File: src/inc/msd_defines.vh
// address map, reset values and field positions for the memory space decoder
`ifndef MSD_DEFINES_VH
`define MSD_DEFINES_VH

`define MSD_PROG_BYTES      4096
`define MSD_PROG_AW         12
`define MSD_RESET_PC        16'h0000
`define MSD_VEC_BASE        16'h0003
`define MSD_VEC_STEP        16'h0008
`define MSD_RAM_BYTES       256
`define MSD_BANK_TOP        8'h1F
`define MSD_BIT_RAM_BASE    8'h20
`define MSD_UPPER_BASE      8'h80

`define MSD_ADDR_SP         8'h81
`define MSD_ADDR_PTR0_LO    8'h82
`define MSD_ADDR_PTR0_HI    8'h83
`define MSD_ADDR_PTR1_LO    8'h84
`define MSD_ADDR_PTR1_HI    8'h85
`define MSD_ADDR_WDT        8'h8E
`define MSD_ADDR_EXT_OP     8'hA2
`define MSD_ADDR_PSW        8'hD0

`define MSD_RST_SP          8'h07
`define MSD_RST_ZERO        8'h00
`define MSD_RST_WDT_DATA    8'hFF
`define MSD_EXT_OP_MASK     8'h17
`define MSD_PSW_RS_LSB      3

`define MSD_EXT_LO          16'h1000
`define MSD_EXT_HI          16'h505F
`define MSD_EE_LO           16'h6000
`define MSD_EE_HI           16'h607F

`define MSD_SP_BANK1        3'h0
`define MSD_SP_DIRECT       3'h1
`define MSD_SP_RAM          3'h2
`define MSD_SP_SFR          3'h3
`define MSD_SP_EXTENDED_REGISTER_AREA         3'h4
`define MSD_SP_EE           3'h5
`define MSD_SP_NONE         3'h7

`endif

File: src/logic/msd_bit_map.v
// bit-address to byte-address and bit-index translation
`timescale 1ns/1ps
`include "msd_defines.vh"

module msd_bit_map (
    input  wire [7:0] bit_addr_i,
    output wire [7:0] byte_addr_o,
    output wire [2:0] bit_idx_o
);
    // low half lands in the bit-addressable ram, high half on sfr rows ending 0h/8h
    assign byte_addr_o = bit_addr_i[7] ? {bit_addr_i[7:3], 3'h0}
                                       : (`MSD_BIT_RAM_BASE + {4'h0, bit_addr_i[6:3]});
    assign bit_idx_o   = bit_addr_i[2:0];
endmodule

File: src/logic/msd_space_decoder.v
// memory space decoder: program fetch, internal ram, special registers
`timescale 1ns/1ps
`include "msd_defines.vh"
//
// Overview of operation
// [RQ1] the fetch address is 16 bits but only the low 4 Kbytes are decoded as program memory.
// [RQ2] after reset the fetch address sits at zero so the first fetch is from address zero.
// [RQ3] every interrupt source vectors to a fixed slot, base 0x03 plus eight bytes per source.
// [RQ4] unused vector slots are plain program memory with no special decoding.
// [RQ5] program and data are separate spaces, data uses 8-bit addresses and 16-bit ones come from the data pointer.
// [RQ6] internal ram holds 256 bytes and the stack lives in it.
// [RQ7] for 0x80 to 0xFF direct access picks the special registers and indirect access picks upper ram.
// [RQ8] the lowest 32 ram bytes are four banks of eight registers chosen by two status word bits.
// [RQ9] the 16 bytes above the banks are bit addressable as bit addresses 0x00 to 0x7F.
// [RQ10] lower 128 bytes take direct and indirect access, upper 128 only indirect.
// [RQ11] special registers whose address ends in 0x0 or 0x8 are also bit addressable.
// [RQ12] the extended register area is a separate byte-wide readable and writable space.
// [RQ13] the eeprom window is read through the data pointer and never written by direct store.
// [RQ14] address 0x8E writes the watchdog data register and reads the watchdog counter.
// [RQ15] reserved register addresses read zero and ignore writes.

module msd_space_decoder (
    input  wire        ref_clk_i,
    input  wire        rst_i,
    // program fetch
    input  wire [15:0] pc_i,
    input  wire        pc_load_i,
    input  wire [15:0] pc_load_val_i,
    input  wire        pc_inc_i,
    input  wire        irq_take_i,
    input  wire [3:0]  irq_src_i,
    output wire [15:0] fetch_addr_o,
    output wire        prog_sel_o,
    output wire [11:0] prog_addr_o,
    // internal data access
    input  wire        dacc_i,
    input  wire        dwr_i,
    input  wire        dind_i,
    input  wire        dbit_i,
    input  wire        dbank_i,
    input  wire [7:0]  daddr_i,
    input  wire [7:0]  dwdata_i,
    input  wire        dbit_val_i,
    output reg  [7:0]  drdata_o,
    output reg         dbit_rd_o,
    output reg  [2:0]  dspace_o,
    // 16-bit data pointer access
    input  wire        xacc_i,
    input  wire        xwr_i,
    input  wire [7:0]  xwdata_i,
    output wire [15:0] data_pointer_o,
    output reg         ext_area_sel_o,
    output reg         ext_area_wr_o,
    output reg         ee_sel_o,
    output wire [7:0]  xwdata_o,
    input  wire [7:0]  ext_area_rdata_i,
    input  wire [7:0]  ee_rdata_i,
    output reg  [7:0]  xrdata_o,
    output reg         ee_store_err_o,
    // peripheral special register bus and watchdog
    output reg         sfr_ext_sel_o,
    output reg         sfr_ext_wr_o,
    output wire [7:0]  sfr_ext_addr_o,
    output wire [7:0]  sfr_ext_wdata_o,
    input  wire        sfr_ext_hit_i,
    input  wire [7:0]  sfr_ext_rdata_i,
    input  wire [7:0]  watchdog_count_reg_i,
    output wire [7:0]  watchdog_data_reg_o,
    output reg         watchdog_data_wr_o,
    // register contents
    output wire [7:0]  stack_pointer_o,
    output wire [7:0]  program_status_word_o,
    output wire [1:0]  bank_sel_o,
    output wire        trap_en_o
);

    // ------------------------------------------------------------
    // registers
    // ------------------------------------------------------------
    reg [15:0] pc_r;
    reg [7:0]  stack_pointer_r;
    reg [7:0]  data_pointer_low_r;
    reg [7:0]  data_pointer_high_r;
    reg [7:0]  second_pointer_low_r;
    reg [7:0]  second_pointer_high_r;
    reg [7:0]  extended_operation_r;
    reg [7:0]  program_status_word_r;
    reg [7:0]  watchdog_data_reg_r;
    reg [7:0]  internal_ram [0:`MSD_RAM_BYTES-1];

    // ------------------------------------------------------------
    // program counter and fetch decode
    // ------------------------------------------------------------
    wire [15:0] vec_addr = `MSD_VEC_BASE + {9'h000, irq_src_i, 3'h0};

    always @(posedge ref_clk_i) begin
        if (rst_i) begin
            pc_r <= `MSD_RESET_PC; // RQ2
        end else if (irq_take_i) begin
            pc_r <= vec_addr; // RQ3
        end else if (pc_load_i) begin
            pc_r <= pc_load_val_i;
        end else if (pc_inc_i) begin
            pc_r <= pc_r + 16'h0001;
        end
    end

    // pc_i is ORed with our counter to form the fetch address; tie to zero to use ours
    assign fetch_addr_o = pc_r | pc_i;
    // vector slots are not special here, so unused ones fetch as normal code
    assign prog_sel_o   = (fetch_addr_o[15:`MSD_PROG_AW] == 4'h0); // RQ1 RQ4
    assign prog_addr_o  = fetch_addr_o[`MSD_PROG_AW-1:0]; // RQ1

    // ------------------------------------------------------------
    // data space decode
    // ------------------------------------------------------------
    wire [1:0] bank_sel = program_status_word_r[`MSD_PSW_RS_LSB+1:`MSD_PSW_RS_LSB];
    wire [7:0] bit_byte;
    wire [2:0] bit_idx;

    msd_bit_map u_bit_map (
        .bit_addr_i  (daddr_i),
        .byte_addr_o (bit_byte),
        .bit_idx_o   (bit_idx)
    );

    reg  [7:0] eff_addr;
    reg        to_ram;
    reg        to_sfr;
    always @* begin
        eff_addr = daddr_i;
        to_ram   = 1'b0;
        to_sfr   = 1'b0;
        if (dbank_i) begin
            eff_addr = {3'h0, bank_sel, daddr_i[2:0]}; // RQ8
            to_ram   = 1'b1;
        end else if (dbit_i) begin
            eff_addr = bit_byte; // RQ9 RQ11
            to_ram   = ~bit_byte[7];
            to_sfr   = bit_byte[7];
        end else if (daddr_i < `MSD_UPPER_BASE) begin
            to_ram   = 1'b1; // RQ10
        end else if (dind_i) begin
            to_ram   = 1'b1; // RQ7 RQ10
        end else begin
            to_sfr   = 1'b1; // RQ7
        end
    end

    // which internal register the decoded sfr address names
    wire loc_sp     = to_sfr && eff_addr == `MSD_ADDR_SP;
    wire loc_p0_lo  = to_sfr && eff_addr == `MSD_ADDR_PTR0_LO;
    wire loc_p0_hi  = to_sfr && eff_addr == `MSD_ADDR_PTR0_HI;
    wire loc_p1_lo  = to_sfr && eff_addr == `MSD_ADDR_PTR1_LO;
    wire loc_p1_hi  = to_sfr && eff_addr == `MSD_ADDR_PTR1_HI;
    wire loc_ext_op = to_sfr && eff_addr == `MSD_ADDR_EXT_OP;
    wire loc_psw    = to_sfr && eff_addr == `MSD_ADDR_PSW;
    wire loc_wdt    = to_sfr && eff_addr == `MSD_ADDR_WDT;
    wire loc_any    = loc_sp | loc_p0_lo | loc_p0_hi | loc_p1_lo | loc_p1_hi | loc_ext_op | loc_psw | loc_wdt;

    // current byte of the selected sfr, before bit merge
    reg [7:0] sfr_byte;
    always @* begin
        sfr_byte = 8'h00; // RQ15
        if (loc_sp) begin
            sfr_byte = stack_pointer_r;
        end else if (loc_p0_lo) begin
            sfr_byte = data_pointer_low_r;
        end else if (loc_p0_hi) begin
            sfr_byte = data_pointer_high_r;
        end else if (loc_p1_lo) begin
            sfr_byte = second_pointer_low_r;
        end else if (loc_p1_hi) begin
            sfr_byte = second_pointer_high_r;
        end else if (loc_ext_op) begin
            sfr_byte = extended_operation_r;
        end else if (loc_psw) begin
            sfr_byte = program_status_word_r;
        end else if (loc_wdt) begin
            sfr_byte = watchdog_count_reg_i; // RQ14
        end else if (sfr_ext_hit_i) begin
            sfr_byte = sfr_ext_rdata_i;
        end
    end

    wire [7:0] ram_byte = internal_ram[eff_addr];
    wire [7:0] cur_byte = to_ram ? ram_byte : sfr_byte;
    reg  [7:0] bit_merged;
    always @* begin
        bit_merged          = cur_byte;
        bit_merged[bit_idx] = dbit_val_i;
    end
    wire [7:0] wr_byte = dbit_i ? bit_merged : dwdata_i;
    wire       wr_en   = dacc_i & dwr_i;

    // ------------------------------------------------------------
    // internal ram, stack included
    // ------------------------------------------------------------
    always @(posedge ref_clk_i) begin
        if (wr_en && to_ram) begin
            internal_ram[eff_addr] <= wr_byte; // RQ6
        end
    end

    // ------------------------------------------------------------
    // core special registers
    // ------------------------------------------------------------
    always @(posedge ref_clk_i) begin
        if (rst_i) begin
            stack_pointer_r       <= `MSD_RST_SP;
            data_pointer_low_r    <= `MSD_RST_ZERO;
            data_pointer_high_r   <= `MSD_RST_ZERO;
            second_pointer_low_r  <= `MSD_RST_ZERO;
            second_pointer_high_r <= `MSD_RST_ZERO;
            extended_operation_r  <= `MSD_RST_ZERO;
            program_status_word_r <= `MSD_RST_ZERO;
            watchdog_data_reg_r   <= `MSD_RST_WDT_DATA;
        end else if (wr_en) begin
            if (loc_sp) begin
                stack_pointer_r <= wr_byte;
            end
            if (loc_p0_lo) begin
                data_pointer_low_r <= wr_byte;
            end
            if (loc_p0_hi) begin
                data_pointer_high_r <= wr_byte;
            end
            if (loc_p1_lo) begin
                second_pointer_low_r <= wr_byte;
            end
            if (loc_p1_hi) begin
                second_pointer_high_r <= wr_byte;
            end
            if (loc_ext_op) begin
                // unused bits stay zero
                extended_operation_r <= wr_byte & `MSD_EXT_OP_MASK; // RQ15
            end
            if (loc_psw) begin
                program_status_word_r <= wr_byte;
            end
            if (loc_wdt) begin
                watchdog_data_reg_r <= wr_byte; // RQ14
            end
        end
    end

    // ------------------------------------------------------------
    // data read path and outward strobes
    // ------------------------------------------------------------
    always @(posedge ref_clk_i) begin
        if (rst_i) begin
            drdata_o  <= 8'h00;
            dbit_rd_o <= 1'b0;
            dspace_o  <= `MSD_SP_NONE;
        end else if (dacc_i && !dwr_i) begin
            drdata_o  <= cur_byte;
            dbit_rd_o <= cur_byte[bit_idx];
            if (dbank_i) begin
                dspace_o <= `MSD_SP_BANK1;
            end else if (to_ram) begin
                dspace_o <= (daddr_i < `MSD_UPPER_BASE) ? `MSD_SP_DIRECT : `MSD_SP_RAM;
            end else begin
                dspace_o <= `MSD_SP_SFR;
            end
        end
    end

    always @* begin
        sfr_ext_sel_o      = dacc_i & to_sfr & ~loc_any;
        sfr_ext_wr_o       = wr_en & to_sfr & ~loc_any;
        watchdog_data_wr_o = wr_en & loc_wdt; // RQ14
    end
    assign sfr_ext_addr_o  = eff_addr;
    assign sfr_ext_wdata_o = wr_byte;

    // ------------------------------------------------------------
    // 16-bit data pointer window: extended registers and eeprom
    // ------------------------------------------------------------
    // selector code 1 picks the second pointer; reserved codes fall back to the first
    wire   use_second = (extended_operation_r[2:0] == 3'h1);
    assign data_pointer_o = use_second ? {second_pointer_high_r, second_pointer_low_r}
                                       : {data_pointer_high_r, data_pointer_low_r}; // RQ5
    wire   hit_ext  = data_pointer_o >= `MSD_EXT_LO && data_pointer_o <= `MSD_EXT_HI;
    wire   hit_ee   = data_pointer_o >= `MSD_EE_LO && data_pointer_o <= `MSD_EE_HI;
    assign xwdata_o = xwdata_i;

    always @* begin
        ext_area_sel_o = xacc_i & hit_ext; // RQ12
        ext_area_wr_o  = xacc_i & xwr_i & hit_ext; // RQ12
        ee_sel_o       = xacc_i & ~xwr_i & hit_ee; // RQ13
    end

    always @(posedge ref_clk_i) begin
        if (rst_i) begin
            xrdata_o       <= 8'h00;
            ee_store_err_o <= 1'b0;
        end else begin
            // a direct store into the eeprom window is dropped and flagged
            ee_store_err_o <= xacc_i & xwr_i & hit_ee; // RQ13
            if (xacc_i && !xwr_i) begin
                if (hit_ext) begin
                    xrdata_o <= ext_area_rdata_i;
                end else if (hit_ee) begin
                    xrdata_o <= ee_rdata_i; // RQ13
                end else begin
                    xrdata_o <= 8'h00; // RQ15
                end
            end
        end
    end

    // ------------------------------------------------------------
    // register views
    // ------------------------------------------------------------
    assign stack_pointer_o       = stack_pointer_r;
    assign program_status_word_o = program_status_word_r;
    assign bank_sel_o            = bank_sel;
    assign trap_en_o             = extended_operation_r[4];
    assign watchdog_data_reg_o   = watchdog_data_reg_r;

endmodule

File: config.mk
export PLATFORM = sky130hd
export DESIGN_NAME = msd_space_decoder
export DESIGN_NICKNAME = d
export VERILOG_FILES = /design/src/logic/msd_bit_map.v /design/src/logic/msd_space_decoder.v
export VERILOG_INCLUDE_DIRS = /design/src /design/src/inc
export SDC_FILE = /design/constraint.sdc
export NUM_CORES = 2
export LEC_CHECK = 0
export ABC_AREA = 1
export BUFFER_PORTS_ARGS = -buffer_cell sky130_fd_sc_hd__buf_4
export CORE_AREA = 3 3 455 569
export CTS_BUF_LIST = sky130_fd_sc_hd__clkbuf_4 sky130_fd_sc_hd__clkbuf_8
export DETAILED_ROUTE_END_ITERATION = 8
export DIE_AREA = 0 0 458 572
export MAX_ROUTING_LAYER = met4
export PLACE_DENSITY = 0.48
export SYNTH_ARGS = -nofsm -noshare
export SYNTH_HDL_FRONTEND = slang
export SYNTH_SLANG_ARGS = --single-unit
File: constraint.sdc
create_clock -name ref_clk_i -period 8.9 [get_ports ref_clk_i]
set_input_delay 0.89 -clock ref_clk_i [delete_from_list [all_inputs] [get_ports ref_clk_i]]
set_output_delay 0.89 -clock ref_clk_i [all_outputs]
set_load 0.005 [all_outputs]
==> PnR_summary.wiki <==
{| class="wikitable"
! Metric !! Value
|-
| Count of final setup violators || 0
|-
| Post-synth top flop || sky130_fd_sc_hd__edfxtp_1
|-
| Worst voltage drop across the vdd grid || 0.0000959 V
|-
| Maximum number of pins on one net before global-route repair || 169
|-
| Slew of the pin with the lowest slew margin || 1.35 ns
|-
| Pre-CTS setup slack || 1.53 ns
|-
| Clock buffers created by TritonCTS || 348
|-
| Most common cell after layout, fill and taps aside || sky130_fd_sc_hd__nand2_1
|-
| Number of synthesized register bits || 2145
|-
| Post-Route Skew || 0.110 ns
|-
| H-Tree Depth || 5
|-
| RD Place Congestion || 0.890
|-
| Width of the chip || 458 microns
|-
| Half-perimeter wire length after detailed placement || 171 mm
|-
| Proportion of synthesized flip-flops having asynchronous set or reset || 0%
|-
| Endpoint arrival time on the critical path || 6.50 ns
|-
| First-pass GRT wire length || 424 mm
|-
| Result of the run || complete, no violations
|-
| Max Transition Viols Final || 0
|-
| Number of enable flip-flop cells after synthesis || 2048
|-
| Period utilization || 83.0%
|-
| Effective utilization at floorplan || 34.9%
|-
| Area leader, netlist || sky130_fd_sc_hd__edfxtp_1
|-
| Sequential cell area || 63400 sq um
|-
| Max FO, Critical Path || 60
|-
| Cell area after layout || 101000 sq um
|-
| Final core area utilization || 39.5%
|-
| RSZ-0062 raised after global routing || false
|-
| Setup crit start kind || input port
|-
| Remaining global-route overflow || 0
|-
| Post_cts resized || 0
|-
| MaxCap Viol Count || 0
|-
| Buffer count from post-CTS setup fixing || 0
|-
| Worst-case headroom to the max-slew limit || 9.61%
|-
| Area of the core || 254000 sq um
|-
| Minimum period implied by the final worst setup slack || 7.39 ns
|-
| Number of instances on the worst hold path || 3
|-
| Proportion of layout cells with a drive suffix above 1 || 10.6%
|-
| Commonest cells after routing, fill and taps aside || 4021 x sky130_fd_sc_hd__nand2_1, 2048 x sky130_fd_sc_hd__edfxtp_1, 525 x sky130_fd_sc_hd__nor2_1, 379 x sky130_fd_sc_hd__nand3_1, 360 x sky130_fd_sc_hd__clkbuf_8
|-
| Number of antenna violations at the first check in global routing || 10
|-
| Die area || 262000 sq um
|-
| Post-detailed-route via-to-cell ratio || 5.03
|-
| Yosys cell types || 39
|-
| Sum of negative setup slack || 0 ns
|-
| Later-pin clock latency in the skew report || 1.00 ns
|-
| Max Buffers Root-to-Sink || 4
|-
| Peak clock frequency supported by timing || 135 MHz
|-
| GRT Resource Usage Total || 22.5%
|-
| TritonCTS clock tree || done
|-
| Final Hold Vio Count || 0
|-
| Clock Pin Slew Worst Setup and Hold Paths || 0.06 ns
|-
| Sequential share of the synthesized area || 71.5%
|-
| Post-DRT Antenna Nets || 0
|-
| Multi-input combinational cell area || 22700 sq um
|-
| Avg WL per Cell || 24.1 microns
|-
| Portion of synthesized cell area occupied by the leading cell type || 69.3%
|-
| Number of vias in the routed layout || 61400
|-
| Area after DPL || 94000 sq um
|-
| Synthesized net count || 8440
|-
| Final routed DRC violation total || 0
|-
| Category of the most critical setup path || in -> out
|-
| Area of the mapped netlist || 88700 sq um
|-
| Count of routing violations after the opening detailed-route iteration || 5604
|-
| Num ports || 229
|-
| Synth warn || 0
|-
| Average cell area after synthesis || 10.6 sq um
|-
| Number of input and output port buffers inserted || 212
|-
| Routed Wire Length || 293 mm
|-
| Number of global-route vias before repair || 59700
|-
| CP Capture Type || primary output
|-
| DIE HEIGHT || 572 microns
|-
| Final WS setup || 1.51 ns
|-
| Final-stage net count || 8690
|-
| Std-Cell Rows || 207
|-
| Worst min-delay path category || in -> reg
|-
| Number of fillers in the final layout || 24900
|-
| Worst Reg2Reg Path Length in Cells || 19
|-
| Power per cell area || 217 nW/um^2
|-
| Final total power || 0.0218 W
|-
| Req. time, crit path || 8.01 ns
|-
| Cell count after synthesis || 8333
|-
| Detailed-router iteration count before antenna repair || 6
|-
| Relative area change from synthesis to final layout || 13.4%
|-
| Clk root buf || sky130_fd_sc_hd__clkbuf_8
|-
| Post-CTS Hold Fix Bufs || 0
|-
| Sinks on the clock net || 2145
|-
| Standby leakage power || 38.0 nW
|-
| Synth area leaders || sky130_fd_sc_hd__edfxtp_1 69%, sky130_fd_sc_hd__nand2_1 17%, sky130_fd_sc_hd__nor2_1 2.2%
|}
[layout make-up]
cell class	instances	area share, %
antenna	6	0.0149
clock buffer	491	5.91
clock inverter	118	0.577
inverter	206	0.799
multi-input combinational	5554	22.6
sequential	2145	63.1
tap	3344	4.16
timing repair buffer	328	2.90
[critical path, cell delays in order]
cell                      delay (ns)
sky130_fd_sc_hd__buf_4          0.15
sky130_fd_sc_hd__inv_2          0.22
sky130_fd_sc_hd__nor2_2         0.09
sky130_fd_sc_hd__nand2_2        0.36
sky130_fd_sc_hd__nand2_8        0.33
sky130_fd_sc_hd__nor2_4         1.13
sky130_fd_sc_hd__buf_12         0.40
sky130_fd_sc_hd__nand2_1        0.09
sky130_fd_sc_hd__nand4_1        0.11
sky130_fd_sc_hd__nand2_1        0.07
sky130_fd_sc_hd__nand2_1        0.15
sky130_fd_sc_hd__nor2_1         0.09
sky130_fd_sc_hd__nor2_1         0.35
sky130_fd_sc_hd__nor2_1         0.21
sky130_fd_sc_hd__nand2_1        0.18
sky130_fd_sc_hd__nor2_1         0.06
sky130_fd_sc_hd__nand3_1        0.21
sky130_fd_sc_hd__nand2_1        0.12
sky130_fd_sc_hd__nand3_1        0.11
sky130_fd_sc_hd__nand2_1        0.20
sky130_fd_sc_hd__nand2_4        0.60
sky130_fd_sc_hd__buf_4          0.26
[registers in the layout, indices dropped and copies added (netlist names)]
name / cells
internal_ram: 2048
pc_r: 16
data_pointer_high_r: 8
data_pointer_low_r: 8
drdata_o: 8
program_status_word_o: 8
second_pointer_high_r: 8
second_pointer_low_r: 8
stack_pointer_o: 8
watchdog_data_reg_o: 8
xrdata_o: 8
extended_operation_r: 4
dspace_o: 3
dbit_rd_o: 1
ee_store_err_o: 1
[path summary, 6_finish.rpt]
kind | startpoint | to | slack, ns
max | dbit_i | sfr_ext_wdata_o[1] | 1.51
min | xwr_i | ee_store_err_o | 0.19
max reg2reg | program_status_word_o[3] | internal_ram[187][1] | 3.05
min reg2reg | xrdata_o[7] | xrdata_o[7] | 0.46
[cell families (layout without fill, tap and decap cells)]
family / after synthesis / in the layout / synth area share [%]
DFF: 2145 / 2145 / 71.5
xor gates and xnor gates: 12 / 12 / 0.118
and+or+nand+nor: 5105 / 5105 / 22.6
adders and majority gates: 1 / 1 / 0.0141
other: 0 / 6 / 0
buffers and inverters: 634 / 1143 / 3.07
AOI/OAI and AO/OA: 436 / 436 / 2.66
[metrics by stage]
step	cells	hold WS (ns)
after detailed placement	11600	0.453
after floorplan	8333	0.443
after global routing	12200	0.155
final	12200	0.192
after CTS	12200	0.113
after global placement	11600	0.438
[layer usage]
| layer | vias up | global-route usage, % | wire length, microns |
|---|---|---|---|
| li1 | 28400 | - | - |
| met1 | 30400 | 28.3 | 122000 |
| met2 | 2087 | 37.9 | 145000 |
| met3 | 462 | 3.01 | 17000 |
| met4 | 0 | 6.96 | 9140 |
| met5 | - | - | 0 |
[report_power, final]
part           leakage (nW)  switching (W)  internal [W]
combinational          15.3        0.00170      0.000453
clock                  3.46        0.00399       0.00432
sequential             19.3      0.0000115        0.0113
total                  38.0        0.00570        0.0161
[cells in the mapped netlist (17+ instances only)]
library cell and instances:
sky130_fd_sc_hd__edfxtp_1 2048, sky130_fd_sc_hd__o21ai_1 32, sky130_fd_sc_hd__o21ai_0 175, sky130_fd_sc_hd__buf_4 30, sky130_fd_sc_hd__nand3_1 380, sky130_fd_sc_hd__a22oi_1 32, sky130_fd_sc_hd__nand2_1 4034, sky130_fd_sc_hd__buf_1 26
sky130_fd_sc_hd__inv_1 186, sky130_fd_sc_hd__dfxtp_1 97, sky130_fd_sc_hd__nor2_1 529, sky130_fd_sc_hd__nor3_1 17, sky130_fd_sc_hd__a21oi_1 162, sky130_fd_sc_hd__clkbuf_1 195, sky130_fd_sc_hd__nand4_1 103, sky130_fd_sc_hd__buf_2 175
Power figures use the tool's default switching activity.
